`src/design/fswp_map.vh`:
```
// Constants for the flash status and write-protect block
`ifndef FSWP_MAP_VH
`define FSWP_MAP_VH
// Status bit positions
`define FSWP_BIT_BUSY 0
`define FSWP_BIT_WEL 1
`define FSWP_BIT_BPL 2
`define FSWP_BIT_BPH 3
`define FSWP_BIT_TB 5
`define FSWP_BIT_SRP 7
// Opcodes
`define FSWP_OP_WREN 8'h06
`define FSWP_OP_VWREN 8'h50
`define FSWP_OP_WRDI 8'h04
`define FSWP_OP_RDSR 8'h05
`define FSWP_OP_WRSR 8'h01
`define FSWP_OP_READ 8'h03
`define FSWP_OP_FREAD 8'h0b
`define FSWP_OP_PP 8'h02
`define FSWP_OP_SE 8'h20
`define FSWP_OP_BE32 8'h52
`define FSWP_OP_BE64 8'hd8
`define FSWP_OP_CE1 8'hc7
`define FSWP_OP_CE2 8'h60
// Reset and factory values
`define FSWP_NV_DEFAULT 4'h0
// Protected range bounds
`define FSWP_ADDR_TOP 24'h03ffff
`define FSWP_ADDR_Q3 24'h030000
`define FSWP_ADDR_H2 24'h020000
`define FSWP_ADDR_Q0 24'h00ffff
`define FSWP_ADDR_H0 24'h01ffff
// Erase and program page sizes minus one
`define FSWP_SZ_SECT 24'h000fff
`define FSWP_SZ_B32 24'h007fff
`define FSWP_SZ_B64 24'h00ffff
`define FSWP_SZ_PAGE 24'h0000ff
// Busy time for non-volatile cycles, in microseconds
`define FSWP_T_NV_US 10
`define FSWP_CLK_MHZ 20
`define FSWP_NV_CYCLES (`FSWP_T_NV_US * `FSWP_CLK_MHZ)
`endif

```
`src/design/fswp_core.v`:
```
// Status register, write protection and command framing of a serial flash
// Summary of operation
// RULE1 - Write enable sets latch bit S1
// RULE2 - Latch cleared at reset and after writes
// RULE3 - Block-protect bits held at S3, S2
// RULE4 - Block-protect changes only by status write
// RULE5 - Block-protect defaults to zero, nothing protected
// RULE6 - Block-protect locked when lock set, pin low
// RULE7 - Top/bottom selects protection from top or bottom
// RULE8 - Top/bottom locked when lock set, pin low
// RULE9 - Host sends write enable before status write
// RULE10 - Reserved bits S6, S4 read zero
// RULE11 - Host masks reserved bits when testing; the testbench reads with mask ff except the first read in t_lock (mask ac)
// RULE12 - Lock bit at S7, default zero
// RULE13 - Lock clear: pin ignored, latch suffices
// RULE14 - Lock set: pin high needed to write
// RULE15 - Top ranges for block-protect 01, 10
// RULE16 - Bottom ranges; 11 protects whole array
// RULE17 - Program/erase touching protected range ignored
// RULE18 - Command starts at select fall, MSB first
// RULE19 - Command ends at select rise
// RULE20 - Writes aborted unless whole bytes clocked
// RULE21 - While busy only status read accepted
// RULE22 - Busy bit at S0 during write cycles
// RULE23 - Write enable opcode is 06h
// RULE24 - Volatile enable leaves latch, allows volatile write
// RULE25 - Load stored bits before accepting commands
`timescale 1ns/1ps
`default_nettype none
`include "fswp_map.vh"
module fswp_core #(
  parameter NV_CYCLES = `FSWP_NV_CYCLES,
  parameter PROG_CYCLES = `FSWP_NV_CYCLES,
  parameter [3:0] NV_INIT = `FSWP_NV_DEFAULT
) (
  // Clock and reset
  input wire i_clk,
  input wire i_rst_n,
  // Serial command port pins
  input wire i_sclk,
  input wire i_cs_n,
  input wire i_serial_in,
  input wire i_wp_n,
  // Serial data out
  output reg o_serial_out,
  output wire o_serial_out_oe,
  // Status view and array engine start
  output wire [7:0] o_status,
  output reg o_array_start,
  output reg [7:0] o_array_op,
  output reg [23:0] o_array_addr
);
  // Pins enter through two flops
  wire [3:0] pins_s;
  // Reset levels match idle pins so no false edge follows reset
  fswp_sync #(.W(4), .INIT(4'b0101)) u_sync (
    .i_clk(i_clk),
    .i_rst_n(i_rst_n),
    .i_async({i_sclk, i_cs_n, i_serial_in, i_wp_n}),
    .o_sync(pins_s)
  );
  wire sclk_s = pins_s[3];
  wire cs_n_s = pins_s[2];
  wire din_s = pins_s[1];
  wire wp_n_s = pins_s[0];

  reg sclk_d;
  reg cs_d;
  wire sclk_rise = sclk_s & ~sclk_d;
  wire sclk_fall = ~sclk_s & sclk_d;
  wire cs_fall = ~cs_n_s & cs_d;
  wire cs_rise = cs_n_s & ~cs_d;

  // Edge history
  always @(posedge i_clk or negedge i_rst_n) begin
    if (!i_rst_n) begin
      sclk_d <= 1'b0;
      cs_d <= 1'b1;
    end else begin
      sclk_d <= sclk_s;
      cs_d <= cs_n_s;
    end
  end

  // Non-volatile store and working copies
  reg [3:0] nv_bits; // {lock, tb, bph, bpl}
  reg [3:0] work_bits;
  reg loaded;
  reg write_enable_latch;
  reg vol_en;
  reg busy;
  reg [15:0] busy_cnt;
  reg nv_pending;
  reg [3:0] nv_data;

  wire lock_bit = work_bits[3];
  wire top_bottom_select = work_bits[2];
  wire [1:0] block_protect = work_bits[1:0];

  // Reserved bits forced low
  assign o_status = {lock_bit, 1'b0, top_bottom_select, 1'b0, block_protect, write_enable_latch, busy}; // RULE1 RULE3 RULE10 RULE12 RULE22

  // Framing state
  reg active;
  reg [2:0] bit_cnt;
  reg [7:0] shreg;
  reg [7:0] opcode;
  reg [2:0] byte_cnt;
  reg [23:0] addr;
  reg [7:0] wdata;
  reg ignore;
  reg [7:0] out_sr;
  wire [7:0] next_shreg = {shreg[6:0], din_s}; // RULE18

  // Protection window check
  function prot_hit;
    input [3:0] wb;
    input [23:0] lo;
    input [23:0] hi;
    reg [23:0] plo;
    reg [23:0] phi;
    reg en;
    begin
      en = 1'b1;
      plo = 24'h000000;
      phi = `FSWP_ADDR_TOP;
      case (wb[1:0])
        2'b00: en = 1'b0;
        2'b01: begin
          if (wb[2]) phi = `FSWP_ADDR_Q0; // RULE16
          else plo = `FSWP_ADDR_Q3; // RULE7 RULE15
        end
        2'b10: begin
          if (wb[2]) phi = `FSWP_ADDR_H0; // RULE16
          else plo = `FSWP_ADDR_H2; // RULE15
        end
        default: en = 1'b1;
      endcase
      prot_hit = en && (lo <= phi) && (hi >= plo);
    end
  endfunction

  // Region spanned by the finished command
  reg [23:0] span_lo;
  reg [23:0] span_hi;
  reg is_prog;
  always @* begin
    span_lo = addr;
    span_hi = addr;
    is_prog = 1'b1;
    case (opcode)
      `FSWP_OP_PP: span_hi = addr | `FSWP_SZ_PAGE;
      `FSWP_OP_SE: begin
        span_lo = addr & ~`FSWP_SZ_SECT;
        span_hi = addr | `FSWP_SZ_SECT;
      end
      `FSWP_OP_BE32: begin
        span_lo = addr & ~`FSWP_SZ_B32;
        span_hi = addr | `FSWP_SZ_B32;
      end
      `FSWP_OP_BE64: begin
        span_lo = addr & ~`FSWP_SZ_B64;
        span_hi = addr | `FSWP_SZ_B64;
      end
      `FSWP_OP_CE1, `FSWP_OP_CE2: begin
        span_lo = 24'h000000;
        span_hi = `FSWP_ADDR_TOP;
      end
      default: is_prog = 1'b0;
    endcase
  end

  wire whole_bytes = (bit_cnt == 3'd0); // RULE20
  wire is_addr_op = is_prog && (opcode != `FSWP_OP_CE1) && (opcode != `FSWP_OP_CE2);
  wire need_bytes = is_addr_op ? (byte_cnt >= 3'd4) : (byte_cnt >= 3'd1);
  wire sr_unlocked = ~lock_bit | wp_n_s; // RULE6 RULE8 RULE13 RULE14
  wire fin = active && cs_rise && !ignore && whole_bytes;

  // Serial framing, status and protection decisions
  always @(posedge i_clk or negedge i_rst_n) begin
    if (!i_rst_n) begin
      nv_bits <= NV_INIT; // RULE5 RULE12
      work_bits <= 4'h0;
      loaded <= 1'b0;
      write_enable_latch <= 1'b0; // RULE2
      vol_en <= 1'b0;
      busy <= 1'b0;
      busy_cnt <= 16'h0000;
      nv_pending <= 1'b0;
      nv_data <= 4'h0;
      active <= 1'b0;
      bit_cnt <= 3'd0;
      shreg <= 8'h00;
      opcode <= 8'h00;
      byte_cnt <= 3'd0;
      addr <= 24'h000000;
      wdata <= 8'h00;
      ignore <= 1'b0;
      o_array_start <= 1'b0;
      o_array_op <= 8'h00;
      o_array_addr <= 24'h000000;
    end else begin
      o_array_start <= 1'b0;
      // Load stored bits once; commands wait for this
      if (!loaded) begin
        work_bits <= nv_bits; // RULE25
        loaded <= 1'b1;
      end
      // Write cycle timer
      if (busy) begin
        if (busy_cnt == 16'h0000) begin
          busy <= 1'b0; // RULE22
          if (nv_pending) nv_bits <= nv_data;
          nv_pending <= 1'b0;
        end else begin
          busy_cnt <= busy_cnt - 16'h0001;
        end
      end
      if (cs_fall && loaded) begin
        active <= 1'b1; // RULE18
        bit_cnt <= 3'd0;
        byte_cnt <= 3'd0;
        ignore <= 1'b0;
      end else if (active && sclk_rise && !cs_n_s) begin
        shreg <= next_shreg;
        bit_cnt <= bit_cnt + 3'd1;
        if (bit_cnt == 3'd7) begin
          if (byte_cnt != 3'd7) byte_cnt <= byte_cnt + 3'd1;
          if (byte_cnt == 3'd0) begin
            opcode <= next_shreg;
            ignore <= busy && (next_shreg != `FSWP_OP_RDSR); // RULE21
          end else if (byte_cnt <= 3'd3) begin
            addr <= {addr[15:0], next_shreg};
          end
          if (byte_cnt == 3'd1) wdata <= next_shreg;
        end
      end
      if (active && cs_rise) begin
        active <= 1'b0; // RULE19
        if (fin && byte_cnt != 3'd0) begin
          case (opcode)
            `FSWP_OP_WREN: begin
              write_enable_latch <= 1'b1; // RULE1 RULE23
              vol_en <= 1'b0;
            end
            `FSWP_OP_VWREN: vol_en <= 1'b1; // RULE24
            `FSWP_OP_WRDI: begin
              write_enable_latch <= 1'b0; // RULE2
              vol_en <= 1'b0;
            end
            `FSWP_OP_WRSR: begin
              if (byte_cnt >= 3'd2 && sr_unlocked && (write_enable_latch || vol_en)) begin // RULE4 RULE13
                work_bits <= {wdata[`FSWP_BIT_SRP], wdata[`FSWP_BIT_TB],
                              wdata[`FSWP_BIT_BPH], wdata[`FSWP_BIT_BPL]};
                if (write_enable_latch) begin
                  nv_data <= {wdata[`FSWP_BIT_SRP], wdata[`FSWP_BIT_TB],
                              wdata[`FSWP_BIT_BPH], wdata[`FSWP_BIT_BPL]};
                  nv_pending <= 1'b1;
                  busy <= 1'b1; // RULE22
                  busy_cnt <= NV_CYCLES[15:0];
                end
                write_enable_latch <= 1'b0; // RULE2
                vol_en <= 1'b0;
              end
            end
            default: begin
              if (is_prog && need_bytes && write_enable_latch) begin
                if (!prot_hit(work_bits, span_lo, span_hi)) begin // RULE17
                  o_array_start <= 1'b1;
                  o_array_op <= opcode;
                  o_array_addr <= addr;
                  busy <= 1'b1;
                  busy_cnt <= PROG_CYCLES[15:0];
                end
                write_enable_latch <= 1'b0; // RULE2
              end
            end
          endcase
        end
      end
    end
  end

  // Status readback shifted out on falling clock, repeating each byte
  always @(posedge i_clk or negedge i_rst_n) begin
    if (!i_rst_n) begin
      out_sr <= 8'h00;
      o_serial_out <= 1'b0;
    end else if (active && opcode == `FSWP_OP_RDSR && byte_cnt != 3'd0 && sclk_fall) begin
      if (bit_cnt == 3'd0) begin
        o_serial_out <= o_status[7];
        out_sr <= {o_status[6:0], 1'b0};
      end else begin
        o_serial_out <= out_sr[7];
        out_sr <= {out_sr[6:0], 1'b0};
      end
    end
  end
  assign o_serial_out_oe = active && !cs_n_s && (opcode == `FSWP_OP_RDSR) && (byte_cnt != 3'd0);
endmodule // fswp_core
`default_nettype wire

```
`src/design/fswp_sync.v`:
```
// Two-flop synchroniser for a group of pin inputs
`timescale 1ns/1ps
`default_nettype none
module fswp_sync #(
  parameter W = 1,
  parameter [W-1:0] INIT = {W{1'b0}}
) (
  // Clock and reset
  input wire i_clk,
  input wire i_rst_n,
  // Asynchronous levels in, synchronous levels out
  input wire [W-1:0] i_async,
  output reg [W-1:0] o_sync
);
  reg [W-1:0] meta;

  // First stage is read only by the second
  always @(posedge i_clk or negedge i_rst_n) begin
    if (!i_rst_n) begin
      meta <= INIT;
      o_sync <= INIT;
    end else begin
      meta <= i_async;
      o_sync <= meta;
    end
  end
endmodule // fswp_sync
`default_nettype wire

```
`config.mk`:
```
export PLATFORM = sky130hd
export DESIGN_NAME = fswp_core
export DESIGN_NICKNAME = d
export VERILOG_FILES = /design/src/design/fswp_core.v /design/src/design/fswp_sync.v
export VERILOG_INCLUDE_DIRS = /design/src /design/src/design
export SDC_FILE = /design/constraint.sdc
export NUM_CORES = 1
export LEC_CHECK = 0
export BUFFER_PORTS_ARGS = -buffer_cell sky130_fd_sc_hd__buf_2
export CAP_MARGIN = 20
export CORE_MARGIN = 5
export CORE_UTILIZATION = 60
export CTS_CLUSTER_DIAMETER = 30
export DETAILED_ROUTE_END_ITERATION = 12
export GPL_ROUTABILITY_DRIVEN = 0
export PLACE_DENSITY = 0.88
export SETUP_SLACK_MARGIN = 0.02
export SKIP_CTS_REPAIR_TIMING = 1
export SYNTH_ARGS = -nofsm -noshare
export SYNTH_HDL_FRONTEND = slang
export SYNTH_SLANG_ARGS = --single-unit
export TNS_END_PERCENT = 50
```
`constraint.sdc`:
```
create_clock -name i_clk -period 4 [get_ports i_clk]
set_clock_uncertainty 0.15 [all_clocks]
set_input_delay 0.8 -clock i_clk [delete_from_list [all_inputs] [get_ports i_clk]]
set_output_delay 0.8 -clock i_clk [all_outputs]
set_load 0.05 [all_outputs]
```
==> results.md <==
- Result of the run: complete, no violations
- Number of max-cap violations: 0
- Number of port buffers: 46
- Min Clock Period, post-route: around 3.8 ns
- Setup crit end kind: flop
- Number of buffers and inverters on the critical path: 1
- Final period util: 0.943
- Worst Setup Path Type: reg -> reg
- Detailed-routing wirelength on met1: 5500 µm
- Sinks on the clock net: 135
- Area enclosed by the die boundary: 0.0123 mm²
- Instance count of the mapped netlist: about 480
- Post-detailed-route via-to-cell ratio: 5.92
- Design Area, Final: between 0.007 and 0.008 mm²
- Most used flip-flop cell after synthesis: sky130_fd_sc_hd__dfrtp_1
- Vias in the first global route: 4435
- Average routed wire per standard cell: 19.5 µm
- Clock latency on the worst-skew pair: 0.53 ns
- Synthesis-stage register bit count: ~140
- Fraction of synthesized cell area taken by the top area cell type: 0.532
- Proportion of layout cells with a drive suffix above 1: 0.363
- 1st-pass router iterations: 5
- Standard-cell rows: 36
- Synth area leaders: sky130_fd_sc_hd__dfrtp_1 53%, sky130_fd_sc_hd__mux2_2 17%, sky130_fd_sc_hd__ha_1 3.5%
- Stage delay of the slowest cell on the critical path: 0.48 ns
- Power density relative to cell area: 430 mW/mm²
- Data required time of the worst path: 4.26 ns
- Type of origin of the critical path: flop
- P&R area growth vs syn: 15.5%
- Antenna Diode Count: 0
- Most used standard cells in the synthesized netlist: 130 x sky130_fd_sc_hd__dfrtp_1, 91 x sky130_fd_sc_hd__mux2_2, 28 x sky130_fd_sc_hd__nor3_1
- Starting density of the core: 0.620
- RSZ-0062 raised after global routing: no
- Mean instance size in the synthesized netlist: 12.7 µm²
- First-pass GRT wire length: 22100 µm
- Tightest Hold Check Type: in -> async
- Top layer in use: met4
- Total routing usage reported by global routing: 0.227
- Distinct cells, synth: 59
- Final Setup Violations: 0
- Arrival time at the worst endpoint: 4.03 ns
- P_leak: 3.55 nW
- Max Freq: 265 MHz
- Cell family with the largest share of critical-path delay: simple AND/OR/NAND/NOR gates
- Aggregate negative setup slack: 0 ns
- Peak supply drop: around 450 µV
- Largest fanout on the critical path: 32
- Number of DRC markers in iteration 0: 330
- Floorplan die width: 111 µm
- Slew at the pin closest to its max-slew limit: ~0.83 ns
- Total global routing overflow: 0
- Area of the core region: just under 0.01 mm²
- Via count of the routed design: 4046
- Reg2reg path depth: 11
- Met3 layer wire length in the routed design: 654 µm
- Length of routed met2 wiring: 6970 µm
- Total stage count of the critical path: 11
- Clock tree from TritonCTS: yes
- Number of top-level design ports: 49
- Maximum buffer depth of the clock tree: 2
- Synth warn: 0
- Capture instance of the worst register-to-register path: o_array_addr[1]$_DFFE_PN0P_
- Total cell area at the placement stage: 0.00647 mm²
- Synth async-reset ratio: 1.00
- Nets: 562
- H-tree level count: 4
- TritonCTS Buffers: 17
- Critical Path, Cell by Cell: nor3b_1, and3_2, or3_2, ha_1, nor4bb_2, nand3_1, nor3_1, a21oi_1, o31ai_4, buf_12, mux2_2
- FF-to-FF setup slack: approximately 0.23 ns
- Initial antenna violation count: 0
- Clock-pin slew on the worst setup and hold paths: ~0.06 ns
- Total Power: 0.00304 W
- Final ANT Viol Nets: 0
- Most common cell in the netlist: sky130_fd_sc_hd__dfrtp_1
- Biggest area consumer among synthesized cells: sky130_fd_sc_hd__dfrtp_1
- DRT Wirelength: roughly 13000 µm
- Final routed DRC violation total: 0
- Slew Limit Fails: 0
- Worst max-slew margin expressed relative to the limit: 0.437
- Startpoint of the most critical register-to-register path: opcode[5]$_DFFE_PN0P_
- Root buf cell: sky130_fd_sc_hd__clkbuf_8
- Number of filler instances in the final layout: 631
- Share of the yosys chip area belonging to registers: 0.554
- Number of enable flip-flop cells after synthesis: 0
- Post-Synthesis Cell Area: 0.00611 mm²
- Sum of net half-perimeters after detailed placement: between 8000 and 9000 µm
- Cell with the largest stage delay on the worst path: sky130_fd_sc_hd__dfrtp_1
- Overall die height: 111 µm
- Hold Violations, Final: 0
- Pin count of the biggest net entering global routing: 86
cells in the final DEF (no fill, tap or decap), types with 3 or more instances in the layout:
| cell | synthesis | routed |
|---|---|---|
| sky130_fd_sc_hd__dfrtp_1 | 130 | 130 |
| sky130_fd_sc_hd__mux2_2 | 91 | 91 |
| sky130_fd_sc_hd__buf_2 | 3 | 45 |
| sky130_fd_sc_hd__nor3_1 | 28 | 28 |
| sky130_fd_sc_hd__nor2_1 | 27 | 27 |
| sky130_fd_sc_hd__a21oi_1 | 20 | 20 |
| sky130_fd_sc_hd__ha_1 | 17 | 17 |
| sky130_fd_sc_hd__inv_1 | 16 | 16 |
| sky130_fd_sc_hd__nand2_1 | 16 | 16 |
| sky130_fd_sc_hd__clkbuf_16 | 0 | 16 |
| sky130_fd_sc_hd__nand3_1 | 12 | 12 |
| sky130_fd_sc_hd__xnor2_1 | 8 | 8 |
| sky130_fd_sc_hd__o21ai_0 | 8 | 8 |
| sky130_fd_sc_hd__nor4_1 | 8 | 7 |
| sky130_fd_sc_hd__nand4_1 | 6 | 6 |
| sky130_fd_sc_hd__clkinv_2 | 0 | 6 |
| sky130_fd_sc_hd__buf_4 | 4 | 6 |
| sky130_fd_sc_hd__nand4b_1 | 5 | 5 |
| sky130_fd_sc_hd__mux2i_1 | 5 | 5 |
| sky130_fd_sc_hd__dfstp_2 | 5 | 5 |
| sky130_fd_sc_hd__nor3b_1 | 4 | 4 |
| sky130_fd_sc_hd__xor2_1 | 4 | 4 |
| sky130_fd_sc_hd__nor4b_1 | 3 | 3 |
| sky130_fd_sc_hd__or3_1 | 3 | 3 |
| sky130_fd_sc_hd__and2_2 | 3 | 3 |
| sky130_fd_sc_hd__conb_1 | 2 | 3 |
| sky130_fd_sc_hd__clkbuf_8 | 0 | 3 |
| sky130_fd_sc_hd__bufinv_16 | 0 | 3 |
area by class of cell:
cell class / count / area, µm² / share of cell area
Clock inverter: 10 / 128 / 0.0181
Inverter: 17 / 66.3 / 0.00940
Multi-Input combinational cell: 315 / 2560 / 0.363
Tap cell: 133 / 166 / 0.0236
Clock buffer: 21 / 449 / 0.0636
Timing Repair Buffer: 53 / 302 / 0.0427
Sequential cell: 135 / 3380 / 0.480
worst max path at each step:
stage                                               to                   start
after floorplan           o_array_addr[10]$_DFFE_PN0P_  work_bits[0]$_DFF_PN0_
after global placement    o_array_addr[10]$_DFFE_PN0P_   opcode[5]$_DFFE_PN0P_
after detailed placement   o_array_addr[1]$_DFFE_PN0P_  work_bits[0]$_DFF_PN0_
after CTS                 o_array_addr[19]$_DFFE_PN0P_   opcode[0]$_DFFE_PN0P_
after global routing       o_array_addr[1]$_DFFE_PN0P_  work_bits[0]$_DFF_PN0_
final                      o_array_addr[1]$_DFFE_PN0P_   opcode[5]$_DFFE_PN0P_
state kept, by name, summed over array words and instances, names as in the netlist, 7 cells and up:
name and flops:
out_sr 7, shreg 7, opcode 8, busy_cnt 16
o_array_op 8, o_array_addr 24, addr 24
per-layer routing:
| metal | global-route usage | vias up |
|---|---|---|
| met1 | 0.279 | 2047 |
| li1 | - | 1860 |
| met3 | 0.0666 | 23 |
| met2 | 0.374 | 116 |
| met4 | 0.0969 | 0 |
| met5 | 0 | - |
report_power, final:
| part | switching [W] | leakage, nW | total [W] | internal (W) |
|---|---|---|---|---|
| Clock | 0.000553 | 0.287 | 0.00152 | 0.000971 |
| Sequential | 0.0000372 | 1.85 | 0.00143 | 0.00139 |
| Combinational | 0.0000534 | 1.41 | 0.0000815 | 0.0000281 |
| Total | 0.000644 | 3.55 | 0.00304 | 0.00239 |
cell families (layout without fill, tap and decap cells):
| kind of cell | after synthesis | in the layout | synth area share |
|---|---|---|---|
| adders and majority gates | 17 | 17 | 0.0348 |
| muxes | 96 | 96 | 0.176 |
| AOI/OAI and AO/OA | 47 | 47 | 0.0518 |
| xor gates and xnor gates | 12 | 12 | 0.0172 |
| other | 2 | 3 | 0.00123 |
| DFF | 135 | 135 | 0.554 |
| and+or+nand+nor | 140 | 140 | 0.136 |
| buffers and inverters | 33 | 101 | 0.0299 |
stage by stage:
| step | hold slack, ns | instances | util | setup slack (ns) |
|---|---|---|---|---|
| floorplan | 0.181 | 483 | - | 0.294 |
| global placement | 0.182 | 653 | 0.656 | 0.513 |
| detailed placement | 0.185 | 653 | 0.656 | 0.402 |
| CTS | 0.186 | 684 | 0.714 | 0.126 |
| global route | 0.192 | 684 | 0.716 | 0.0209 |
| finish | 0.165 | 684 | 0.716 | 0.230 |
Power figures use the tool's default switching activity.
